### src/sensor_ctrl_pkg.sv
// Constants, types and helpers shared by the sensor command, reset and status controller.
// Assumes a 40 MHz system clock and a two-wire serial link sampled by that clock.
//
// Operation
// - Read header after fetch with no stored result is answered NACK, transfer ends.
// - Fetch command discards the stored result until a new measurement completes.
// - Break lets the running conversion finish, then single shot, within 15 ms.
// - Full system reset from soft reset command, reset pin low pulse, or power-up.
// - Commands arriving during a system reset are ignored.
// - Recovery sequence idles only the serial interface; status keeps its content.
// - Soft reset accepted when idle; resets controller and reloads calibration.
// - Calibration data is reloaded before every measurement.
// - General call address 0x00 then byte 0x06 resets like the reset pin.
// - General call reset is not device specific; every supporting device resets.
// - General call reset only acts while commands can be processed.
// - Reset pin is active low, must be held low at least 1 us.
// - Heater on and off commands act; heater state shows in the status word.
// - Heater starts disabled after any reset.
// - Status read returns heater, alert, command result and write checksum bits.
// - Clear status zeroes alert pending bit 15, tracking alert 10, reset detected 4.
// - Reset detected flag is set by every reset and held until clear status.
// - Command status bit set when last command was invalid, cleared otherwise.
// - Every 16-bit data word is followed by a CRC-8 over its two bytes.

package sensor_ctrl_pkg;

	// Timing.
	localparam int CLK_MHZ        = 40;
	localparam int PIN_LOW_NS     = 1000;
	localparam int PIN_LOW_CYC    = (PIN_LOW_NS * CLK_MHZ + 999) / 1000;
	localparam int BREAK_MS       = 15;
	localparam int BREAK_CYC      = BREAK_MS * CLK_MHZ * 1000;
	localparam int RST_BUSY_CYC   = 16;
	localparam int RECOVER_PULSES = 9;

	// Link addresses and fixed codes.
	localparam logic [6:0]  DEV_ADDR_DEF     = 7'h4a;
	localparam logic [6:0]  GC_ADDR          = 7'h00;
	localparam logic [7:0]  GC_RESET_BYTE    = 8'h06;
	localparam logic [15:0] CMD_CLEAR_STATUS = 16'h3041;
	localparam logic [15:0] CMD_PERIODIC_DEF = 16'h2130;
	localparam logic [15:0] CMD_FETCH_DEF    = 16'h1001;
	localparam logic [15:0] CMD_BREAK_DEF    = 16'h1002;
	localparam logic [15:0] CMD_SOFT_DEF     = 16'h1003;
	localparam logic [15:0] CMD_HEAT_ON_DEF  = 16'h1004;
	localparam logic [15:0] CMD_HEAT_OFF_DEF = 16'h1005;
	localparam logic [15:0] CMD_STATUS_DEF   = 16'h1006;

	// CRC-8 properties.
	localparam logic [7:0] CRC_POLY = 8'h31;
	localparam logic [7:0] CRC_INIT = 8'hff;

	// APB map and fields.
	localparam logic [7:0] REG_EVENT       = 8'h00;
	localparam logic [7:0] REG_MEAS        = 8'h04;
	localparam logic [7:0] REG_STATUS      = 8'h08;
	localparam int         EV_CONV_BIT     = 0;
	localparam int         EV_ALERT_BIT    = 1;
	localparam int         EV_TRACK_BIT    = 2;
	localparam int         MEAS_VALID_BIT  = 16;
	localparam int         ST_PERIODIC_BIT = 16;
	localparam int         ST_CONV_BIT     = 17;
	localparam int         ST_BUSY_BIT     = 18;
	localparam int         ST_BREAK_BIT    = 19;

	// Status word as sent on the link.
	typedef struct packed {
		logic       alert;
		logic       rsv14;
		logic       heater;
		logic [1:0] rsv12;
		logic       track;
		logic [4:0] rsv9;
		logic       rst_seen;
		logic [1:0] rsv3;
		logic       cmd_err;
		logic       wr_crc_err;
	} status_t;

	// Link byte engine states.
	typedef enum logic [2:0] {
		L_IDLE = 3'b000,
		L_RECV = 3'b001,
		L_ACKW = 3'b010,
		L_ACK  = 3'b011,
		L_SEND = 3'b100,
		L_RACK = 3'b101,
		L_WAIT = 3'b110
	} link_state_t;

	// CRC-8 over two bytes, MSB first.
	function automatic logic [7:0] crc8(input logic [15:0] d);
		logic [7:0] c;
		c = CRC_INIT;
		for (int i = 15; i >= 0; i--)
		begin
			c = (c[7] ^ d[i]) ? ((c << 1) ^ CRC_POLY) : (c << 1);
		end
		return c;
	endfunction : crc8

endpackage : sensor_ctrl_pkg

### src/sensor_cmd_reset_status_ctrl.sv
// Command interpreter, reset control and status word of a two-wire temperature sensor.
// Assumes SCL, SDA and the reset pin are asynchronous; the APB master runs on i_clock.
//
// Chosen here: the register offsets and the APB slave port.
`timescale 1ns/100ps
`default_nettype none

module sensor_cmd_reset_status_ctrl
	import sensor_ctrl_pkg::*;
#(
	parameter logic [6:0]  DEV_ADDR     = DEV_ADDR_DEF,
	parameter logic [15:0] CMD_FETCH    = CMD_FETCH_DEF,
	parameter logic [15:0] CMD_BREAK    = CMD_BREAK_DEF,
	parameter logic [15:0] CMD_SOFT     = CMD_SOFT_DEF,
	parameter logic [15:0] CMD_HEAT_ON  = CMD_HEAT_ON_DEF,
	parameter logic [15:0] CMD_HEAT_OFF = CMD_HEAT_OFF_DEF,
	parameter logic [15:0] CMD_STATUS   = CMD_STATUS_DEF,
	parameter logic [15:0] CMD_PERIODIC = CMD_PERIODIC_DEF,
	parameter int          BREAK_CYC_P  = BREAK_CYC
)
(
	// Clock and reset.
	input  wire logic        i_clock,
	input  wire logic        i_rstn,
	// APB slave.
	input  wire logic        i_psel,
	input  wire logic        i_penable,
	input  wire logic        i_pwrite,
	input  wire logic [7:0]  i_paddr,
	input  wire logic [31:0] i_pwdata,
	output logic      [31:0] o_prdata,
	output logic             o_pready,
	output logic             o_pslverr,
	// Serial link pins.
	input  wire logic        i_scl,
	input  wire logic        i_sda,
	output logic             o_sda,
	output logic             o_sda_oe_n,
	input  wire logic        i_reset_pin_active_low,
	// Sensor core.
	output logic             o_calib_reload,
	output logic             o_heater_on,
	output logic             o_periodic
);

	localparam int PW = $clog2(PIN_LOW_CYC + 1);
	localparam int BW = $clog2(BREAK_CYC_P + 1);
	localparam int RW = $clog2(RST_BUSY_CYC + 1);

	////////////////////////////////////////////////////////////////////////////
	// Declarations.
	logic        scl_s1, scl_s2, scl_s3, sda_s1, sda_s2, sda_s3, rpin_s1, rpin_s2;
	logic        scl_rise, scl_fall, bus_start, bus_stop;
	link_state_t state_r;
	logic [2:0]  cnt_r;
	logic [6:0]  shreg_r;
	logic [1:0]  idx_r;
	logic [7:0]  cmd_hi_r;
	logic [3:0]  rec_r;
	logic        first_r, gc_r, rw_r, ack_r, oe_n_r;
	logic [7:0]  byte_in, tx_byte;
	logic        byte_done, addr_hit, gc_hit, ack_nxt, cmd_go, gc_reset, soft_go, rd_hdr;
	logic [15:0] cmd_code;
	logic        known_cmd;
	logic [PW-1:0] pin_cnt_r;
	logic [RW-1:0] rst_cnt_r;
	logic        pin_trig, sys_trig, sys_busy;
	logic        heater_r, alert_r, track_r, rst_seen_r, cmd_err_r;
	status_t     status_w;
	logic [15:0] data_r;
	logic        valid_r, conv_r, periodic_r, brk_r, tx_avail_r, calib_r;
	logic [BW-1:0] brk_cnt_r;
	logic [23:0] tx_buf_r;
	logic [31:0] prdata_r;
	logic        apb_wr, ev_conv, ev_alert, ev_track, meas_wr, mapped;

	////////////////////////////////////////////////////////////////////////////
	// Pin synchronisers; only the second stage and later are looked at.
	always_ff @(posedge i_clock or negedge i_rstn)
	begin
		if (!i_rstn)
		begin
			{scl_s1, scl_s2, scl_s3} <= 3'h7;
			{sda_s1, sda_s2, sda_s3} <= 3'h7;
			{rpin_s1, rpin_s2}       <= 2'h3;
		end
		else
		begin
			{scl_s1, scl_s2, scl_s3} <= {i_scl, scl_s1, scl_s2};
			{sda_s1, sda_s2, sda_s3} <= {i_sda, sda_s1, sda_s2};
			{rpin_s1, rpin_s2}       <= {i_reset_pin_active_low, rpin_s1};
		end
	end

	// Bus events seen by the system clock.
	assign scl_rise  = scl_s2 & ~scl_s3;
	assign scl_fall  = ~scl_s2 & scl_s3;
	assign bus_start = scl_s2 & scl_s3 & sda_s3 & ~sda_s2;
	assign bus_stop  = scl_s2 & scl_s3 & ~sda_s3 & sda_s2;

	////////////////////////////////////////////////////////////////////////////
	// Byte decode and command classification.
	always_comb
	begin
		byte_in   = {shreg_r, sda_s2};
		byte_done = (state_r == L_RECV) && scl_rise && (cnt_r == 3'h7);
		addr_hit  = byte_in[7:1] == DEV_ADDR;
		gc_hit    = (byte_in[7:1] == GC_ADDR) && !byte_in[0];
		// A read is only acknowledged when something is queued for it.
		ack_nxt   = first_r ? (!sys_busy && ((addr_hit && (!byte_in[0] || tx_avail_r)) || gc_hit)) : 1'b1;
		cmd_code  = {cmd_hi_r, byte_in};
		cmd_go    = byte_done && !first_r && !gc_r && (idx_r == 2'h1);
		gc_reset  = byte_done && !first_r && gc_r && (idx_r == 2'h0) && (byte_in == GC_RESET_BYTE);
		soft_go   = cmd_go && (cmd_code == CMD_SOFT);
		rd_hdr    = byte_done && first_r && addr_hit && byte_in[0] && !sys_busy;
		known_cmd = (cmd_code == CMD_FETCH) || (cmd_code == CMD_BREAK) || (cmd_code == CMD_SOFT) ||
		            (cmd_code == CMD_HEAT_ON) || (cmd_code == CMD_HEAT_OFF) || (cmd_code == CMD_STATUS) ||
		            (cmd_code == CMD_CLEAR_STATUS) || (cmd_code == CMD_PERIODIC);
		unique case (idx_r)
			2'h0:    tx_byte = tx_buf_r[23:16];
			2'h1:    tx_byte = tx_buf_r[15:8];
			default: tx_byte = tx_buf_r[7:0];
		endcase
	end

	////////////////////////////////////////////////////////////////////////////
	// Recovery counter: consecutive SCL rises with SDA high.
	always_ff @(posedge i_clock or negedge i_rstn)
	begin
		if (!i_rstn)
			rec_r <= 4'h0;
		else if (bus_start || (scl_rise && !sda_s2))
			rec_r <= 4'h0;
		else if (scl_rise && (rec_r != 4'(RECOVER_PULSES)))
			rec_r <= rec_r + 4'h1;
	end

	////////////////////////////////////////////////////////////////////////////
	// Link byte engine. SDA is only ever pulled low; release lets the pull-up win.
	always_ff @(posedge i_clock or negedge i_rstn)
	begin
		if (!i_rstn)
		begin
			state_r  <= L_IDLE;
			cnt_r    <= 3'h0;
			shreg_r  <= 7'h00;
			idx_r    <= 2'h0;
			cmd_hi_r <= 8'h00;
			first_r  <= 1'b1;
			gc_r     <= 1'b0;
			rw_r     <= 1'b0;
			ack_r    <= 1'b0;
			oe_n_r   <= 1'b1;
		end
		else if (sys_trig)
		begin
			state_r <= L_WAIT;
			oe_n_r  <= 1'b1;
		end
		else if (bus_start)
		begin
			state_r <= L_RECV;
			cnt_r   <= 3'h0;
			first_r <= 1'b1;
			gc_r    <= 1'b0;
			idx_r   <= 2'h0;
			oe_n_r  <= 1'b1;
		end
		else if (bus_stop || (rec_r == 4'(RECOVER_PULSES)))
		begin
			// Only the interface returns to idle here; status bits are untouched.
			state_r <= L_IDLE;
			oe_n_r  <= 1'b1;
		end
		else
		begin
			unique case (state_r)
				L_IDLE, L_WAIT: ;
				L_RECV:
					if (scl_rise)
					begin
						shreg_r <= byte_in[6:0];
						cnt_r   <= cnt_r + 3'h1;
						if (cnt_r == 3'h7)
						begin
							state_r <= L_ACKW;
							ack_r   <= ack_nxt;
							first_r <= 1'b0;
							if (first_r)
							begin
								rw_r  <= byte_in[0];
								gc_r  <= gc_hit;
								idx_r <= 2'h0;
							end
							else
							begin
								if (idx_r == 2'h0)
									cmd_hi_r <= byte_in;
								if (idx_r != 2'h2)
									idx_r <= idx_r + 2'h1;
							end
						end
					end
				L_ACKW:
					if (scl_fall)
					begin
						oe_n_r  <= ~ack_r;
						state_r <= ack_r ? L_ACK : L_WAIT;
					end
				L_ACK:
					if (scl_fall)
					begin
						oe_n_r  <= rw_r ? tx_byte[7] : 1'b1;
						cnt_r   <= rw_r ? 3'h1 : 3'h0;
						state_r <= rw_r ? L_SEND : L_RECV;
					end
				L_SEND:
					if (scl_fall)
					begin
						if (cnt_r != 3'h0)
						begin
							oe_n_r <= tx_byte[3'h7 - cnt_r];
							cnt_r  <= cnt_r + 3'h1;
						end
						else
						begin
							oe_n_r  <= 1'b1;
							state_r <= L_RACK;
							idx_r   <= idx_r + 2'h1;
						end
					end
				L_RACK:
					if (scl_rise)
						state_r <= (!sda_s2 && (idx_r != 2'h3)) ? L_ACK : L_WAIT;
				default: state_r <= L_WAIT;
			endcase
		end
	end

	assign o_sda      = 1'b0;
	assign o_sda_oe_n = oe_n_r;

	////////////////////////////////////////////////////////////////////////////
	// System reset: power-up, pin held low, soft command or general call.
	assign pin_trig = !rpin_s2 && (pin_cnt_r == PW'(PIN_LOW_CYC - 1));
	assign sys_trig = pin_trig || soft_go || gc_reset;
	assign sys_busy = rst_cnt_r != RW'(0);

	always_ff @(posedge i_clock or negedge i_rstn)
	begin
		if (!i_rstn)
			pin_cnt_r <= PW'(0);
		else if (rpin_s2)
			pin_cnt_r <= PW'(0);
		else if (pin_cnt_r != PW'(PIN_LOW_CYC))
			pin_cnt_r <= pin_cnt_r + PW'(1);
	end

	// Power-up starts busy; a held pin keeps the device in reset.
	always_ff @(posedge i_clock or negedge i_rstn)
	begin
		if (!i_rstn)
			rst_cnt_r <= RW'(RST_BUSY_CYC);
		else if (sys_trig || (pin_cnt_r == PW'(PIN_LOW_CYC)))
			rst_cnt_r <= RW'(RST_BUSY_CYC);
		else if (sys_busy)
			rst_cnt_r <= rst_cnt_r - RW'(1);
	end

	////////////////////////////////////////////////////////////////////////////
	// Heater and status flags. Hardware sets win over a same-cycle clear.
	always_ff @(posedge i_clock or negedge i_rstn)
	begin
		if (!i_rstn)
		begin
			heater_r   <= 1'b0;
			alert_r    <= 1'b1;
			track_r    <= 1'b0;
			rst_seen_r <= 1'b1;
			cmd_err_r  <= 1'b0;
		end
		else if (sys_busy)
		begin
			heater_r   <= 1'b0;
			alert_r    <= 1'b1;
			track_r    <= 1'b0;
			rst_seen_r <= 1'b1;
			cmd_err_r  <= 1'b0;
		end
		else
		begin
			if (cmd_go)
			begin
				cmd_err_r <= !known_cmd;
				if (cmd_code == CMD_HEAT_ON)
					heater_r <= 1'b1;
				if (cmd_code == CMD_HEAT_OFF)
					heater_r <= 1'b0;
				if (cmd_code == CMD_CLEAR_STATUS)
				begin
					alert_r    <= 1'b0;
					track_r    <= 1'b0;
					rst_seen_r <= 1'b0;
				end
			end
			if (ev_alert)
				alert_r <= 1'b1;
			if (ev_track)
				track_r <= 1'b1;
		end
	end

	// Status word; no write data transfers exist, so its checksum flag stays clear.
	always_comb
	begin
		status_w            = '0;
		status_w.alert      = alert_r;
		status_w.heater     = heater_r;
		status_w.track      = track_r;
		status_w.rst_seen   = rst_seen_r;
		status_w.cmd_err    = cmd_err_r;
		status_w.wr_crc_err = 1'b0;
	end

	////////////////////////////////////////////////////////////////////////////
	// Measurement store, acquisition mode and read queue.
	always_ff @(posedge i_clock or negedge i_rstn)
	begin
		if (!i_rstn)
		begin
			data_r     <= 16'h0000;
			valid_r    <= 1'b0;
			conv_r     <= 1'b0;
			periodic_r <= 1'b0;
			brk_r      <= 1'b0;
			brk_cnt_r  <= BW'(0);
			tx_buf_r   <= 24'h000000;
			tx_avail_r <= 1'b0;
			calib_r    <= 1'b0;
		end
		else if (sys_busy)
		begin
			valid_r    <= 1'b0;
			conv_r     <= 1'b0;
			periodic_r <= 1'b0;
			brk_r      <= 1'b0;
			tx_avail_r <= 1'b0;
			// Calibration is reloaded as the controller leaves reset.
			calib_r    <= rst_cnt_r == RW'(1);
		end
		else
		begin
			calib_r <= ev_conv;
			if (ev_conv)
				conv_r <= 1'b1;
			if (cmd_go && (cmd_code == CMD_FETCH))
			begin
				tx_buf_r   <= {data_r, crc8(data_r)};
				tx_avail_r <= valid_r;
				valid_r    <= 1'b0;
			end
			else if (cmd_go && (cmd_code == CMD_STATUS))
			begin
				tx_buf_r   <= {status_w, crc8(status_w)};
				tx_avail_r <= 1'b1;
			end
			else if (cmd_go || rd_hdr)
				tx_avail_r <= 1'b0;
			// A finished conversion after the fetch refills the store.
			if (meas_wr)
			begin
				data_r  <= i_pwdata[15:0];
				valid_r <= 1'b1;
				conv_r  <= 1'b0;
			end
			if (cmd_go && (cmd_code == CMD_PERIODIC))
				periodic_r <= 1'b1;
			if (cmd_go && (cmd_code == CMD_BREAK) && periodic_r)
			begin
				brk_r     <= 1'b1;
				brk_cnt_r <= BW'(0);
			end
			else if (brk_r)
			begin
				// The bound guards against a conversion that never reports back.
				brk_cnt_r <= brk_cnt_r + BW'(1);
				if (!conv_r || (brk_cnt_r == BW'(BREAK_CYC_P - 1)))
				begin
					periodic_r <= 1'b0;
					brk_r      <= 1'b0;
				end
			end
		end
	end

	assign o_calib_reload = calib_r;
	assign o_heater_on    = heater_r;
	assign o_periodic     = periodic_r;

	////////////////////////////////////////////////////////////////////////////
	// APB slave, zero wait states; read data is captured in the setup cycle.
	assign apb_wr   = i_psel && i_penable && i_pwrite;
	assign mapped   = (i_paddr == REG_EVENT) || (i_paddr == REG_MEAS) || (i_paddr == REG_STATUS);
	assign ev_conv  = apb_wr && (i_paddr == REG_EVENT) && i_pwdata[EV_CONV_BIT];
	assign ev_alert = apb_wr && (i_paddr == REG_EVENT) && i_pwdata[EV_ALERT_BIT];
	assign ev_track = apb_wr && (i_paddr == REG_EVENT) && i_pwdata[EV_TRACK_BIT];
	assign meas_wr  = apb_wr && (i_paddr == REG_MEAS);

	always_ff @(posedge i_clock or negedge i_rstn)
	begin
		if (!i_rstn)
			prdata_r <= 32'h00000000;
		else if (i_psel && !i_penable)
		begin
			prdata_r <= 32'h00000000;
			if (i_paddr == REG_MEAS)
			begin
				prdata_r[15:0]           <= data_r;
				prdata_r[MEAS_VALID_BIT] <= valid_r;
			end
			if (i_paddr == REG_STATUS)
			begin
				prdata_r[15:0]            <= status_w;
				prdata_r[ST_PERIODIC_BIT] <= periodic_r;
				prdata_r[ST_CONV_BIT]     <= conv_r;
				prdata_r[ST_BUSY_BIT]     <= sys_busy;
				prdata_r[ST_BREAK_BIT]    <= brk_r;
			end
		end
	end

	assign o_prdata  = prdata_r;
	assign o_pready  = 1'b1;
	assign o_pslverr = i_psel && i_penable && !mapped;

endmodule : sensor_cmd_reset_status_ctrl

`default_nettype wire

### config.mk
export PLATFORM = sky130hd
export DESIGN_NAME = sensor_cmd_reset_status_ctrl
export DESIGN_NICKNAME = d
export VERILOG_FILES = /design/src/sensor_ctrl_pkg.sv /design/src/sensor_cmd_reset_status_ctrl.sv
export SDC_FILE = /design/constraint.sdc
export NUM_CORES = 1
export LEC_CHECK = 0
export ABC_CLOCK_PERIOD_IN_PS = 5700
export BUFFER_PORTS_ARGS = -buffer_cell sky130_fd_sc_hd__buf_2
export CORE_MARGIN = 10
export CORE_UTILIZATION = 50
export DETAILED_ROUTE_END_ITERATION = 7
export PLACE_DENSITY = 0.76
export SLEW_MARGIN = 20
export SYNTH_ARGS = -nofsm -noshare
export SYNTH_HDL_FRONTEND = slang
export SYNTH_SLANG_ARGS = --single-unit
### constraint.sdc
create_clock -name i_clock -period 5.7 [get_ports i_clock]
set_input_delay 1.14 -clock i_clock [delete_from_list [all_inputs] [get_ports i_clock]]
set_output_delay 1.14 -clock i_clock [all_outputs]
set_load 0.01 [all_outputs]
Word-level counts from Yosys, hierarchy flattened. Cells that the tools add are included.

Reduce and logical (&&, ||, !) cells: 107. Multipliers: 0. Equal/unequal tests: 45. Div/mod/pow operators: 0. Shift-type cells: 0. Magnitude comparators: 1. Add/sub/neg operators: 7. Muxes and demuxes: 132. Bitwise logic cells: 66.

Operators by type and width (count): two-way mux 6 bit (34); equality test 16 x 13 -> 1 bit, second input constant (6); inverter 3 bit (30); two-way mux 20 bit (3); two-way mux 3 bit (19); two-way mux 1 bit (55); two-way mux 24 bit (2); logical AND 1 bit (34); equality test 16 x 14 -> 1 bit, second input constant (2); nonzero test 3 bit (9); inequality test 5 bit, second input constant (5); AND reduction 8 bit (3); nonzero test 2 bit (11); adder 20 x 1 -> 20 bit, second input constant (1); equality test 20 bit, second input constant (1); logical OR 1 bit (18); one-hot mux 3 bit (6 select lines) (1); two-way mux 17 bit (1); equality test 8 x 3 -> 1 bit, second input constant (2); two-way mux 2 bit (8); one-hot mux 8 bit (2 select lines) (1); XOR 1 bit (16); inequality test 3 bit, second input constant (5); AND reduction 2 bit (7); other kinds (45) (84).

ROM bits: 0. Bits in latches: 0. Register bits after elaboration: 142. Memories: 0. RAM bits: 0.

Depth between registers and ports, before layout.
Word-level depth: 33. Gate-level depth with buffers: 10. Gate-level depth less buffers: 8.

Worst setup path before layout. Ideal clock, no wire load.

Path kind: in2out. Start point: input i_paddr[5]. End point: output o_pslverr. Slack: 2.752 ns. Arrival time: 1.808 ns. Data required time: 4.560 ns. Cell stages on the path: 4. Buffers on the path: 0. Cells stage by stage: nor4_1 -> nand2_1 -> a21oi_1 -> nor2_1.

Longest elaborated chain between the ends: 5. Elaborated cells between the ends (all ways): 7. Classes of those cells: eq/ne (2); reduce/logical (5).

Ends and longest elaborated chain: start: declaration (line sensor_cmd_reset_status_ctrl.sv:29) `input wire logic [7:0] i_paddr,`; equality test 8 x 3 -> 1 bit or zero test 8 bit (tied branches) (line sensor_cmd_reset_status_ctrl.sv:403) `assign mapped = (i_paddr == REG_EVENT) || (i_paddr == REG_MEAS) || (i_paddr == REG_STATUS);`; logical OR 1 bit (line sensor_cmd_reset_status_ctrl.sv:403); logical OR 1 bit * (line sensor_cmd_reset_status_ctrl.sv:403); zero test 1 bit * (line sensor_cmd_reset_status_ctrl.sv:434) `assign o_pslverr = i_psel && i_penable && !mapped;`; logical AND 1 bit * (line sensor_cmd_reset_status_ctrl.sv:434); end: declaration (line sensor_cmd_reset_status_ctrl.sv:33) `output logic o_pslverr,`.

Mark *: on every way between the ends. The rest lies on a longest branch, timed or not.

Final worst setup path. Same ends and word-level chain as after synthesis.

==> impl_metrics.toml <==
[run_status]
outcome = "finished clean"

[cts]
htree_levels = 4
clockBufferDepth = 2
numCtsBuffers = 17
tritoncts = "done"
cts-root-buf = "clkbuf_16"
clock-sinks = 142
holdBufCountCts = 0
clk_latency_ns = 0.42
post_cts_buffers = 0
ctsResizeCount = 0
clk_pin_slew_ns = 0.06

[setup_path]
path_max_fanout = 4
r2r_slack_ns = 2.55
required_ns = 4.56
worstSetupStartpointType = "primary input"
path_class = "in -> out"
cp.arrival_ns = 2.10
crit_path_end_kind = "output pin"

[layout]
layout.nets = 851
layout-drive-gt1-share = 0.186
syn_to_final_growth_pct = 12.0
final_util = 0.568
diodes = 0
final_cells = 989

[floorplan]
dieWidth_um = 144
start_util = 0.507
rows = 45
io-pin-count = 87
dieArea_um2 = 20700
coreArea_um2 = 15100
die_y_um = 144

[power_and_ir_drop]
ir_drop_v = 0.000209
pwr-share-seq = 0.428
p_int_mw = 1.92
sw_frac_of_total = 0.303
power_per_cell_area_nw_per_um2 = 319
p_clk_frac = 0.390
p_comb_frac = 0.182
power_switching_uw = 832
p_leak_nw = 4.02

[logic_synthesis]
yosysSeqAreaShare = 0.465
synth_area_um2 = 7680
ys_ff_latch = 142
synth_area_per_cell_um2 = 10.3
ys.flop_type = "dfrtp_1"
async_flop_share = 1.00
synth-edff-count = 0
synth.distinct_cells = 76
yosysWarnings = 0
synth_cells = 749

[place]
io_buffers = 56
dp_hpwl_um = 12100
gp_congestion = 0.885
pre_cts_slack_ns = 2.34
dp_cells = 957

[global_route]
antenna_found_initial = 0
gr-total-overflow = 0
track_usage = 0.171
grt_pass1_wl_um = 28600
grt_max_degree = 94
grt_pass1_vias = 5631

[sta]
skew_ns = 0.00698
fin_setup_tns_ns = 0
whs_ns = 0.355
period_share = 0.569
final.setup.worst_slack_ns = 2.46
max_slew_margin = 0.310
post-route-min-period_ns = 3.24
fmaxAchievable_mhz = 308
worstMarginPinSlew_ns = 1.04
setup_viol = 0
hold_viol = 0
drv_slew = 0
rsz0062_at_grt = "no"

[routing]
drt_iter0_markers = 506
wl_per_cell_um = 17.4
drtAntennaViolNets = 0
drc = 0
via_per_inst = 5.91
vias = 5844
drtPass1Iterations = 5
drt_wl_total_um = 17200

[job]
drv_cap = 0

[min_path]
min_path_type = "reg -> reg"
flip-flops by register name (all words and copies together) (netlist names), 2 cells and up:
name	cells
pin_cnt_r	6
state_r	3
brk_cnt_r	20
idx_r	2
cnt_r	3
shreg_r	7
cmd_hi_r	8
tx_buf_r	24
data_r	16
rec_r	4
rst_cnt_r	5
o_prdata	20
cells by family after synthesis:
kind of cell    count (synthesis)  synth area share
compound gates                169             0.153
buf+inv                        75            0.0456
xor+xnor                       56            0.0802
simple gates                  251             0.175
other cells                     2          0.000978
mux                            39            0.0560
flops                         142             0.465
fa+ha+maj                      15            0.0244
worst max-delay path, stage by stage:
cell and delay, ns:
buf_2 0.10, nor4_1 0.35, nand2_1 0.18, a21oi_1 0.15
nor2_1 0.05, buf_2 0.13
power by group through the flow:
| stage | Combinational [mW] | Clock, mW | Sequential (mW) |
|---|---|---|---|
| floorplan | 0.438 | 0 | 1.13 |
| global placement | 0.489 | 0 | 1.19 |
| detailed placement | 0.495 | 0 | 1.19 |
| CTS | 0.499 | 1.09 | 1.17 |
| global route | 0.564 | 1.13 | 1.19 |
| finish | 0.499 | 1.07 | 1.18 |
cells in the mapped netlist (all sizes together) (21+ instances only):
master | n | area (um2)
o21ai | 48 | 240
nor2 | 54 | 203
xnor2 | 31 | 272
buf | 21 | 148
nand3 | 31 | 155
inv | 23 | 86.3
clkbuf | 31 | 116
nand2 | 61 | 229
a22o | 31 | 272
a21oi | 26 | 130
mux2 | 32 | 360
dfrtp | 129 | 3230
layout by cell type, fill, tap and decap left out, types with 26 or more instances in the layout:
| cell type | count |
|---|---|
| a21oi_1 | 26 |
| a22o_1 | 31 |
| buf_2 | 55 |
| dfrtp_1 | 129 |
| mux2_2 | 32 |
| nand2_1 | 61 |
| nand3_1 | 31 |
| nor2_1 | 54 |
| o21ai_0 | 48 |
| xnor2_1 | 31 |
per-stage QoR:
step | instance area, um2 | total power [mW]
after global routing | 8600 | 2.89
after CTS | 8600 | 2.76
after global placement | 8020 | 1.68
after floorplan | 7720 | 1.56
after detailed placement | 8020 | 1.69
final | 8600 | 2.75
layout make-up:
class / instances / area, um2
clock buffers: 20 / 467
clock inverters: 12 / 110
fillers: 1268 / 6540
inverters: 23 / 86.3
multi-input cells: 544 / 3820
flip-flops and latches: 142 / 3570
well taps: 188 / 235
repair buffers: 60 / 317
per-layer routing:
layer,track usage,share of wire,vias up
li1,-,-,2776
met3,0.0442,0.063,28
met2,0.261,0.46,206
met5,0,0,-
met4,0.0510,0.015,0
met1,0.233,0.46,2834
final timing paths:
kind | from | cells after the start | end
min in group asynchronous | i_rstn | 1 | data_r[3]
max reg2reg | idx_r[1] | 8 | cmd_hi_r[1]
min reg2reg | scl_s1 | 0 | scl_s2
min | scl_s1 | 0 | scl_s2
max | i_paddr[5] | 6 | o_pslverr
max in group asynchronous | i_rstn | 2 | rec_r[3]
(Power assumes the default switching activity.)
